$ cat config.mk
export PLATFORM = sky130hd
export DESIGN_NAME = pls_lock_status
export DESIGN_NICKNAME = d
export VERILOG_FILES = /design/src/design/pls_pkg.sv /design/src/design/pls_debounce.sv /design/src/design/pls_w1c_flag.sv /design/src/design/pls_lock_status.sv
export VERILOG_INCLUDE_DIRS = /design/src /design/src/design
export SDC_FILE = /design/constraint.sdc
export NUM_CORES = 1
export LEC_CHECK = 0
export ABC_AREA = 1
export BUFFER_PORTS_ARGS = -buffer_cell sky130_fd_sc_hd__buf_2
export CAP_MARGIN = 10
export CORE_MARGIN = 10
export CORE_UTILIZATION = 53
export CTS_BUF_LIST = sky130_fd_sc_hd__clkbuf_4 sky130_fd_sc_hd__clkbuf_8
export CTS_CLUSTER_DIAMETER = 200
export DETAILED_ROUTE_END_ITERATION = 16
export PLACE_DENSITY = 0.83
export SYNTH_ARGS = -nofsm -noshare
export SYNTH_HDL_FRONTEND = slang
export SYNTH_SLANG_ARGS = --single-unit
$ cat constraint.sdc
create_clock -name clk -period 3.34 [get_ports clk]
set_input_delay 0.668 -clock clk [delete_from_list [all_inputs] [get_ports clk]]
set_output_delay 0.668 -clock clk [all_outputs]
set_load 0.01 [all_outputs]
$ cat src/design/pls_regs.svh
/*
  Register offsets, field positions, reset values and timing counts of the
  loop lock status and event block.
  Assumes a classic Wishbone slave with 32-bit data and byte addresses.
*/
`ifndef PLS_REGS_SVH
`define PLS_REGS_SVH

// ----------------------------------------------------------------------
// Register byte addresses
// ----------------------------------------------------------------------
`define PLS_OFF_STATUS 6'h00
`define PLS_OFF_EVENTS 6'h04
`define PLS_OFF_COUNTER 6'h08
`define PLS_OFF_CONFIG 6'h0c
`define PLS_OFF_IRQMASK 6'h10

// ----------------------------------------------------------------------
// Field positions
// ----------------------------------------------------------------------
`define PLS_BIT_LOCK 0
`define PLS_BIT_RAIL_LOW 1
`define PLS_BIT_RAIL_HIGH 2
`define PLS_BIT_LOL 0
`define PLS_CFG_TIMER_LSB 0
`define PLS_CFG_LATCH_BIT 2
`define PLS_CFG_DISABLE_BIT 3

// ----------------------------------------------------------------------
// Reset values and limits
// ----------------------------------------------------------------------
`define PLS_RST_EVENTS 3'h0
`define PLS_RST_COUNTER 4'h0
`define PLS_RST_TIMER 2'h2
`define PLS_RST_MASK 3'h0
`define PLS_CNT_MAX 4'hf

// ----------------------------------------------------------------------
// Debounce intervals in system clock cycles
// ----------------------------------------------------------------------
`define PLS_DEB_CYC_1 570
`define PLS_DEB_CYC_2 5700
`define PLS_DEB_CYC_3 57000

`endif

$ cat src/design/pls_pkg.sv
/*
  Types shared by the loop lock status and event block.
  Assumes pls_regs.svh carries all numeric constants.
*/
package pls_pkg;

  // Raw indications from the analog lock detector
  typedef struct packed {
    logic locked;
    logic railHigh;
    logic railLow;
  } pls_det_s;

  // Software configuration
  typedef struct packed {
    logic [1:0] timerSel;
    logic latchFirstLock;
    logic detDisable;
  } pls_cfg_s;

  // Wishbone request from the master
  typedef struct packed {
    logic cyc;
    logic stb;
    logic we;
    logic [5:0] adr;
    logic [3:0] sel;
    logic [31:0] dat;
  } pls_wbreq_s;

  // Bus slave states
  typedef enum logic [1:0] {
    PLS_BUS_IDLE = 2'b01,
    PLS_BUS_ACK = 2'b10
  } pls_bus_e;

endpackage

$ cat src/design/pls_debounce.sv
/*
  Lock debounce: for timerSel 1 to 3 the filtered lock follows the raw lock only
  after the raw level has held steady for the selected interval; 0 passes it through.
  Assumes raw lock is synchronous to clk.
*/
`timescale 1ns/1ps
`include "pls_regs.svh"

module pls_debounce #(
  parameter int CYC1 = `PLS_DEB_CYC_1,
  parameter int CYC2 = `PLS_DEB_CYC_2,
  parameter int CYC3 = `PLS_DEB_CYC_3
) (
  input wire logic clk,
  input wire logic rst_n,
  input wire logic rawLock,
  input wire logic [1:0] timerSel,
  output logic lockOut
);
  import pls_pkg::*;

  localparam int CW = $clog2(CYC3 + 1);

  // ----------------------------------------------------------------------
  // Parameter check
  // ----------------------------------------------------------------------
  // Refused at elaboration: the compare below needs ascending limits
  if (CYC1 < 1 || CYC2 < CYC1 || CYC3 < CYC2) begin : gBadCyc
    $error("pls_debounce: intervals must be positive and ascending");
  end

  typedef struct packed {
    logic lock;
    logic [CW-1:0] cnt;
  } pls_deb_s;

  pls_deb_s st_q, st_d;
  logic [CW-1:0] limit;

  // ----------------------------------------------------------------------
  // Next state
  // ----------------------------------------------------------------------
  // Counter restarts on every raw change, so glitches never pass when timerSel is nonzero
  always_comb begin
    st_d = st_q;
    case (timerSel)
      2'd1: limit = CW'(CYC1);
      2'd2: limit = CW'(CYC2);
      2'd3: limit = CW'(CYC3);
      default: limit = '0;
    endcase
    if (timerSel == 2'd0) begin
      st_d.lock = rawLock; // No debounce selected
      st_d.cnt = '0;
    end else if (rawLock == st_q.lock) begin
      st_d.cnt = '0;
    end else if (st_q.cnt + CW'(1) >= limit) begin
      st_d.lock = rawLock;
      st_d.cnt = '0;
    end else begin
      st_d.cnt = st_q.cnt + CW'(1);
    end
  end

  // State register
  always_ff @(posedge clk) begin
    if (!rst_n) begin
      st_q <= '0;
    end else begin
      st_q <= st_d;
    end
  end

  assign lockOut = st_q.lock;

endmodule

$ cat src/design/pls_w1c_flag.sv
/*
  One sticky event flag, set by hardware, cleared by writing one.
  Assumes set and clear are single-cycle qualified strobes.
*/
`timescale 1ns/1ps

module pls_w1c_flag (
  input wire logic clk,
  input wire logic rst_n,
  input wire logic setEvt,
  input wire logic clrEvt,
  output logic flag
);
  import pls_pkg::*;

  typedef struct packed {
    logic flag;
  } pls_flag_s;

  pls_flag_s st_q, st_d;

  // Set wins over clear so a same-cycle event is never lost
  always_comb begin
    st_d = st_q;
    if (setEvt) begin
      st_d.flag = 1'b1;
    end else if (clrEvt) begin
      st_d.flag = 1'b0;
    end
  end

  // State register
  always_ff @(posedge clk) begin
    if (!rst_n) begin
      st_q <= '0;
    end else begin
      st_q <= st_d;
    end
  end

  assign flag = st_q.flag;

endmodule

$ cat src/design/pls_lock_status.sv
/*
  Loop lock status and event register bank on a classic Wishbone slave:
  live status, sticky events, saturating loss-of-lock counter, config,
  interrupt mask and one level interrupt.
  Assumes detector inputs synchronous to clk and a 40 MHz clock.
*/
// The Wishbone register port and the placing of the registers were left to the implementer.
`timescale 1ns/1ps
`include "pls_regs.svh"

module pls_lock_status #(
  parameter int DEB_CYC_1 = `PLS_DEB_CYC_1,
  parameter int DEB_CYC_2 = `PLS_DEB_CYC_2,
  parameter int DEB_CYC_3 = `PLS_DEB_CYC_3
) (
  input wire logic clk,
  input wire logic rst_n,
  input wire pls_pkg::pls_wbreq_s wbReq,
  output logic [31:0] wbDatO,
  output logic wbAck,
  input wire pls_pkg::pls_det_s detIn,
  output logic lockInd,
  output logic irq
);
  import pls_pkg::*;

  // ----------------------------------------------------------------------
  // State
  // ----------------------------------------------------------------------
  typedef struct packed {
    pls_bus_e bus;
    logic ack;
    logic [31:0] dat;
    logic [3:0] cnt;
    pls_cfg_s cfg;
    logic [2:0] mask;
    logic latched;
    logic lockPrev;
    logic lockInd;
    logic irq;
    logic [2:0] live;
  } pls_state_s;

  pls_state_s st_q, st_d;
  logic debLock;
  logic lockNow;
  logic lossEvt;
  logic wrStb;
  logic rdStb;
  logic [2:0] evtSet;
  logic [2:0] evtClr;
  logic [2:0] evtFlag;

  // ----------------------------------------------------------------------
  // Lock path
  // ----------------------------------------------------------------------
  pls_debounce #(
    .CYC1(DEB_CYC_1),
    .CYC2(DEB_CYC_2),
    .CYC3(DEB_CYC_3)
  ) uDebounce (
    .clk(clk),
    .rst_n(rst_n),
    .rawLock(detIn.locked),
    .timerSel(st_q.cfg.timerSel),
    .lockOut(debLock)
  );

  // Effective lock after disable and one-time latch
  always_comb begin
    if (st_q.cfg.detDisable) begin
      lockNow = 1'b1;
    end else if (st_q.cfg.latchFirstLock) begin
      lockNow = debLock | st_q.latched;
    end else begin
      lockNow = debLock;
    end
  end

  // Falling edge of the effective lock
  assign lossEvt = st_q.lockPrev & ~lockNow;

  // ----------------------------------------------------------------------
  // Bus strobes
  // ----------------------------------------------------------------------
  // Accept only in idle so each request acts exactly once
  assign wrStb = wbReq.cyc & wbReq.stb & wbReq.we & (st_q.bus == PLS_BUS_IDLE);
  assign rdStb = wbReq.cyc & wbReq.stb & ~wbReq.we & (st_q.bus == PLS_BUS_IDLE);

  // ----------------------------------------------------------------------
  // Sticky events
  // ----------------------------------------------------------------------
  always_comb begin
    evtSet[`PLS_BIT_RAIL_HIGH] = detIn.railHigh;
    evtSet[`PLS_BIT_RAIL_LOW] = detIn.railLow;
    evtSet[`PLS_BIT_LOL] = lossEvt;
    evtClr = '0;
    if (wrStb && wbReq.adr == `PLS_OFF_EVENTS && wbReq.sel[0]) begin
      evtClr = wbReq.dat[2:0]; // Zero bits leave flags alone
    end
  end

  genvar gi;
  generate
    for (gi = 0; gi < 3; gi++) begin : gFlag
      pls_w1c_flag uFlag (
        .clk(clk),
        .rst_n(rst_n),
        .setEvt(evtSet[gi]),
        .clrEvt(evtClr[gi]),
        .flag(evtFlag[gi])
      );
    end
  endgenerate

  // ----------------------------------------------------------------------
  // Next state
  // ----------------------------------------------------------------------
  always_comb begin
    st_d = st_q;
    st_d.lockPrev = lockNow;
    st_d.lockInd = lockNow;
    if (debLock) begin
      st_d.latched = 1'b1;
    end
    if (!st_q.cfg.latchFirstLock) begin
      st_d.latched = 1'b0; // Re-arm when latch mode is off
    end
    st_d.live[`PLS_BIT_LOCK] = lockNow;
    st_d.live[`PLS_BIT_RAIL_LOW] = detIn.railLow;
    st_d.live[`PLS_BIT_RAIL_HIGH] = detIn.railHigh;
    st_d.irq = |(evtFlag & st_q.mask);
    // Saturating count; a write in the same cycle wins, then counts on
    if (lossEvt && st_q.cnt != `PLS_CNT_MAX) begin
      st_d.cnt = st_q.cnt + 4'h1;
    end
    st_d.ack = 1'b0;
    case (st_q.bus)
      PLS_BUS_IDLE: begin
        if (wrStb) begin
          st_d.ack = 1'b1;
          st_d.bus = PLS_BUS_ACK;
          if (wbReq.sel[0]) begin
            case (wbReq.adr)
              `PLS_OFF_COUNTER: st_d.cnt = wbReq.dat[3:0];
              `PLS_OFF_CONFIG: begin
                st_d.cfg.timerSel = wbReq.dat[`PLS_CFG_TIMER_LSB +: 2];
                st_d.cfg.latchFirstLock = wbReq.dat[`PLS_CFG_LATCH_BIT];
                st_d.cfg.detDisable = wbReq.dat[`PLS_CFG_DISABLE_BIT];
              end
              `PLS_OFF_IRQMASK: st_d.mask = wbReq.dat[2:0];
              default: st_d.mask = st_q.mask;
            endcase
          end
        end else if (rdStb) begin
          st_d.ack = 1'b1;
          st_d.bus = PLS_BUS_ACK;
          case (wbReq.adr)
            `PLS_OFF_STATUS: st_d.dat = {29'h0, st_q.live};
            `PLS_OFF_EVENTS: st_d.dat = {29'h0, evtFlag};
            `PLS_OFF_COUNTER: st_d.dat = {28'h0, st_q.cnt};
            `PLS_OFF_CONFIG: st_d.dat = {28'h0, st_q.cfg.detDisable,
              st_q.cfg.latchFirstLock, st_q.cfg.timerSel};
            `PLS_OFF_IRQMASK: st_d.dat = {29'h0, st_q.mask};
            default: st_d.dat = 32'h0; // Unmapped reads zero
          endcase
        end
      end
      PLS_BUS_ACK: begin
        st_d.bus = PLS_BUS_IDLE; // One turnaround cycle
      end
      default: begin
        st_d.bus = PLS_BUS_IDLE;
      end
    endcase
  end

  // ----------------------------------------------------------------------
  // State register
  // ----------------------------------------------------------------------
  always_ff @(posedge clk) begin
    if (!rst_n) begin
      st_q <= '{bus: PLS_BUS_IDLE, ack: 1'b0, dat: 32'h0, cnt: `PLS_RST_COUNTER,
        cfg: '{timerSel: `PLS_RST_TIMER, latchFirstLock: 1'b0, detDisable: 1'b0},
        mask: `PLS_RST_MASK, latched: 1'b0, lockPrev: 1'b0, lockInd: 1'b0,
        irq: 1'b0, live: 3'h0};
    end else begin
      st_q <= st_d;
    end
  end

  // Outputs straight from flip-flops
  assign wbAck = st_q.ack;
  assign wbDatO = st_q.dat;
  assign lockInd = st_q.lockInd;
  assign irq = st_q.irq;

endmodule

# ---- After elaboration in Yosys (flattened, before gate mapping)
# Index checks and enable logic that the tools add are counted.
dict set report word_totals {
  memories 0
  wordCells 86
  latch_bits 0
  out_inout_bits 35
  mem_bits_ro 0
  ff_bits 44
  inputBits 50
  ram_bits 0
}
dict set report classes {
  mux 25
  n_bitwise 12
  div_mod_pow 0
  reduce_logical 18
  n_lt_le_gt_ge 1
  n_eq_ne 11
  multipliers 0
  shift 0
  n_addsub 2
}
# cell n
set ops {}
lappend ops {{16-bit one-hot mux with 3 select lines} 1}
lappend ops {{35-bit 2-to-1 mux} 1}
lappend ops {{11-bit 2-to-1 mux} 3}
lappend ops {{16-bit 2-to-1 mux} 2}
lappend ops {{4-bit one-hot mux with 5 select lines} 1}
lappend ops {{17-bit 2-to-1 mux} 1}
lappend ops {{16-bit by 1-bit adder with 16-bit output (second input constant)} 1}
lappend ops {{16-bit >= comparator} 1}
lappend ops {{6-bit by 4-bit == test with 1-bit output (second input constant)} 2}
lappend ops {{4-bit 2-to-1 mux} 3}
lappend ops {{1-bit 2-to-1 mux} 10}
lappend ops {{2-bit nonzero test} 5}
lappend ops {{3-bit 2-to-1 mux} 3}
lappend ops {{4-bit AND reduction} 2}
lappend ops {{1-bit AND} 6}
lappend ops {{6-bit by 3-bit == test with 1-bit output (second input constant)} 1}
lappend ops {{6-bit by 5-bit == test with 1-bit output (second input constant)} 1}
lappend ops {{6-bit logical NOT} 1}
lappend ops {{2-bit AND reduction} 3}
lappend ops {{4-bit by 1-bit adder with 4-bit output (second input constant)} 1}
lappend ops {{2-bit by 1-bit == test with 1-bit output (second input constant)} 2}
lappend ops {{2-bit == test (second input constant)} 2}
lappend ops {{4-bit inequality test (second input constant)} 1}
lappend ops {{1-bit NOT} 4}
lappend ops {{other kinds (9)} 11}

# ---- Longest topological paths before layout
dict set report depth {
  word_depth 11
  ltp_mapped 19
  ltp_nobuf 19
}

# ---- Hierarchy
# A second synthesis with hierarchy kept.
dict set report unflattened {
  cells_unflattened 406
  area_unflattened_um2 2879.0
}
# mod instances cells_each seq_area_each_um2 area_each_um2
set by_module_without_submodules {}
lappend by_module_without_submodules {pls_lock_status 1 216 460.4 1500.2}
lappend by_module_without_submodules {pls_debounce 1 172 340.3 1247.4}
lappend by_module_without_submodules {pls_w1c_flag 3 6 20.0 43.8}

# ---- Least setup slack after synthesis
# No wires, ideal clock.
dict set report synth_timing {
  kind {register to register}
  start {reg uDebounce.st_q[0] (netlist bit)}
  end {reg uDebounce.st_q[10] (netlist bit)}
  t_required_ns 3.279
  period_less_slack_ns 2.601
  stages_incl_launch_ff 18
  setup_ns 0.061
  n_path_buf 1
  arrival_time_ns 2.540
  setup_slack_ns 0.739
  path_cell_list {dfxtp_1 > ha_1 > nand2_1 > nor2_2 > nand2_1 > nor2_1 > xnor2_1 > inv_1 > ha_1 > a21o_1 > a21oi_1 > nand2_1 > inv_1 > nor2_2 > nor2_4 > nand4_4 > buf_12 > nor2_4}
}
dict set report synth_between {
  elab_chain_len 3
}
# element line_no
set synth_rtl {}
lappend synth_rtl {{start, declared} pls_debounce.sv:37} ;# pls_deb_s st_q, st_d;
lappend synth_rtl {{start signal, assigned} pls_debounce.sv:70} ;# st_q <= st_d;
lappend synth_rtl {{16-bit by 1-bit adder with 16-bit output (*)} {pls_debounce.sv:57, pls_debounce.sv:61}}
lappend synth_rtl {{16-bit >= comparator} pls_debounce.sv:57} ;# end else if (st_q.cnt + CW'(1) >= limit) begin
lappend synth_rtl {{4-bit OR reduction (no source line)} n/a}
# Every way passes the cells marked *; elsewhere a longest branch is shown, timed or not.
# A chain may end at the register's enable or synchronous reset.

# ---- Worst setup path in the final report
# Ends and elaborated chain as after synthesis.

==> results.toml <==
[logic_synthesis]
ys_top_cells_by_count = "57 x inv_1, 55 x nand2_1, 43 x dfxtp_1"
synth_compound_area_share_pct = 11.4
synth_area_leader_cell = "dfxtp_1"
netlist.area_leader.share_pct = 32.8
syn_area_mm2 = 0.00262
synthAdderAreaFrac_pct = 7.16
syn_avg_cell_area_um2 = 7.47
synth-simple-area-share_pct = 26.2
synthMuxAreaShare_pct = 0
yosys.area_share.xor_xnor_pct = 3.67
synth_edf_count = 0
ys.flop_type = "dfxtp_1"
synth_area_leaders = "dfxtp_1 33%, buf_4 9.2%, inv_1 8.2%"
yosysMostFrequentCell = "inv_1"
seq_area_frac_synth_pct = 32.8
synth_top_family_by_area = "simple AND/OR/NAND/NOR gates"
synth_async_sr_flop_share_pct = 0
yosysWarnings = 0
syn_inst = 351
ys_types = 35
ys_seq_elements = 43

[clocking]
clockRootBuffer = "clkbuf_8"
cts.clk_slew.worst_paths_ps = 80
clk-insertion-delay-late_ps = 300
cts_hold_buf = 0
cts_made_buffers = 5
htreeDepth = 2
cts-resized-gates = 0
cts_tree = "done"
cts_buffer_depth = 2
post_cts_buffers = 0
clkSinkCount = 43

[placement]
io_buffer_count = 25
hpwl_mm = 4.28
place_ws_ps = 393
finalWeightedCongestion = 0.884

[sta]
fin_crit_sh_pct = 88.3
skew_ps = 4.88
maxSlewViolCount = 0
setup_violations = 0
rsz0062_at_grt = "no"
setup_ws_ps = 390
hold_viol = 0
fin_crit_ps = 2950
fin_setup_tns_ps = 0
fmax_mhz = 339

[global_routing]
grt_pass1_wl_mm = 9.56
antenna_found_initial = 0
grt_pass1_vias = 2258
grt_usage_pct = 13.5
grt_max_degree = 20
gr-total-overflow = 0

[status]
status = "complete, no violations"

[pwr]
power_density_mw_per_mm2 = 338
ir_worst_vdd_v = 0.000334
leakagePower_nw = 1.30

[job]
cap_violations = 0

[setup_path]
required_ps = 3580
critPathArrivalTime_ps = 3190
endpoint_kind = "register"
crit_type = "register to register"
worstPathMaxFanout = 9
start_kind = "register"

[floorplanning]
io_pins = 85
core_area_mm2 = 0.00475
dieWidth_um = 90.3
die_y_um = 90.3
start_util_pct = 55.2
std_cell_rows = 25
die_area_mm2 = 0.00816

[cells_and_area]
multi_input_area_mm2 = 0.00138
drive_above_1_share_pct = 15.4
num_antenna_cells = 0
nFillCells = 476
fin_util_pct = 58.3
regArea_um2 = 861
synthToLayoutAreaGrowth_pct = 5.73
num-nets-final = 441

[routing]
wl_per_cell_um = 11.7
dr.first_iter.drc_count = 61
wl_mm = 5.20
dr.pass1.iters = 4
viasPerCell = 4.74
vias = 2106
drcViolationCount = 0
antenna_left = 0

[min_path]
hold_class = "register to register"
## sequential cells by signal, indices dropped and copies added (netlist names)
name / count
gFlag.uFlag.flag: 3
irq: 1
st_q: 17
uDebounce.lockOut: 1
uDebounce.st_q: 16
wbAck: 1
wbDatO: 4
## worst max-delay path: stages (launching register included)
cell and delay (ps):
dfxtp_1 400, ha_1 230, nand2_1 80, nor2_2 220, nand2_1 130, nor2_1 130, xnor2_1 200, inv_1 80
ha_1 310, a21o_1 180, a21oi_1 120, nand2_1 70, inv_1 60, nor2_2 40, nor2_4 140, nand4_4 210
buf_12 230, nor2_4 70
## power by group
| part | switching [mW] | total [mW] | internal (mW) |
|---|---|---|---|
| registers | 0.00431 | 0.525 | 0.520 |
| logic | 0.0508 | 0.0718 | 0.0211 |
| clock network | 0.186 | 0.340 | 0.155 |
| total | 0.241 | 0.937 | 0.696 |
## through the flow
step / hold slack [ps] / instances / power [mW] / area [µm²]
finish: 467 / 444 / 0.937 / 2770
global route: 515 / 444 / 0.980 / 2770
CTS: 471 / 444 / 0.943 / 2770
global placement: 456 / 436 / 0.606 / 2680
detailed placement: 459 / 436 / 0.607 / 2680
floorplan: 440 / 378 / 0.611 / 2720
## routing by layer
layer	wire length [µm]	part of all wire, %	global-route usage, %	up-vias
met1	2150	41	14.1	938
met5	0	0	0	-
met3	297	5.7	3.91	10
li1	-	-	-	1103
met4	59	1.1	4.64	0
met2	2690	52	24.9	55
## cell families after synthesis
kind of cell             after synthesis
buffers and inverters                 93
XOR/XNOR                              11
flip-flops                            43
AND/OR/NAND/NOR                      135
adder cells (fa/ha/maj)               15
other                                  1
AO/OA/AOI/OAI                         53
## placed cells by master, fill, tap and decap left out
| master | synthesis | final |
|---|---|---|
| o211ai_1 | 2 | 2 |
| xnor2_1 | 2 | 2 |
| nor3_1 | 3 | 3 |
| nand3b_1 | 1 | 1 |
| buf_2 | 1 | 25 |
| inv_1 | 57 | 57 |
| nand3_2 | 2 | 2 |
| clkinv_1 | 1 | 1 |
| nand4_1 | 5 | 5 |
| conb_1 | 1 | 28 |
| a31oi_1 | 4 | 4 |
| nand4_4 | 1 | 1 |
| nor2_2 | 2 | 2 |
| nor2_1 | 37 | 37 |
| nand2_1 | 55 | 55 |
| clkbuf_4 | 0 | 1 |
| nor2_4 | 13 | 13 |
| a21oi_1 | 20 | 20 |
| and3_1 | 1 | 1 |
| nand2_2 | 3 | 3 |
| a31o_2 | 1 | 1 |
| a221oi_1 | 2 | 2 |
| clkbuf_8 | 0 | 5 |
| clkinvlp_4 | 0 | 1 |
| xor2_1 | 9 | 9 |
| a211oi_1 | 2 | 2 |
| nand3_1 | 10 | 10 |
| a21o_1 | 1 | 1 |
| o22ai_1 | 1 | 1 |
| buf_12 | 1 | 1 |
| ha_1 | 15 | 15 |
| o2111ai_1 | 1 | 1 |
| clkinv_2 | 0 | 1 |
| o21ai_0 | 19 | 19 |
| dfxtp_1 | 43 | 43 |
| or2_2 | 1 | 1 |
| and2_2 | 1 | 1 |
## cell type report
class | count | share of cell area (%)
repair buffers | 26 | 5.23
clock buffers | 6 | 2.75
multi-input cells | 242 | 49.6
flip-flops and latches | 43 | 31.0
well taps | 67 | 3.02
inverters | 58 | 7.85
clock inverters | 2 | 0.451
## path summary, 6_finish.rpt
path                                           end              start  slack, ps  depth (start not counted)
worst max-delay path            uDebounce.st_q[10]  uDebounce.st_q[0]        390                         17
worst min-delay path                     wbDatO[2]          wbDatO[2]        470                          2
worst max register to register  uDebounce.st_q[10]  uDebounce.st_q[0]        390                         17
worst min register to register           wbDatO[2]          wbDatO[2]        470                          2
No activity file was read; power rests on OpenSTA's default activity.
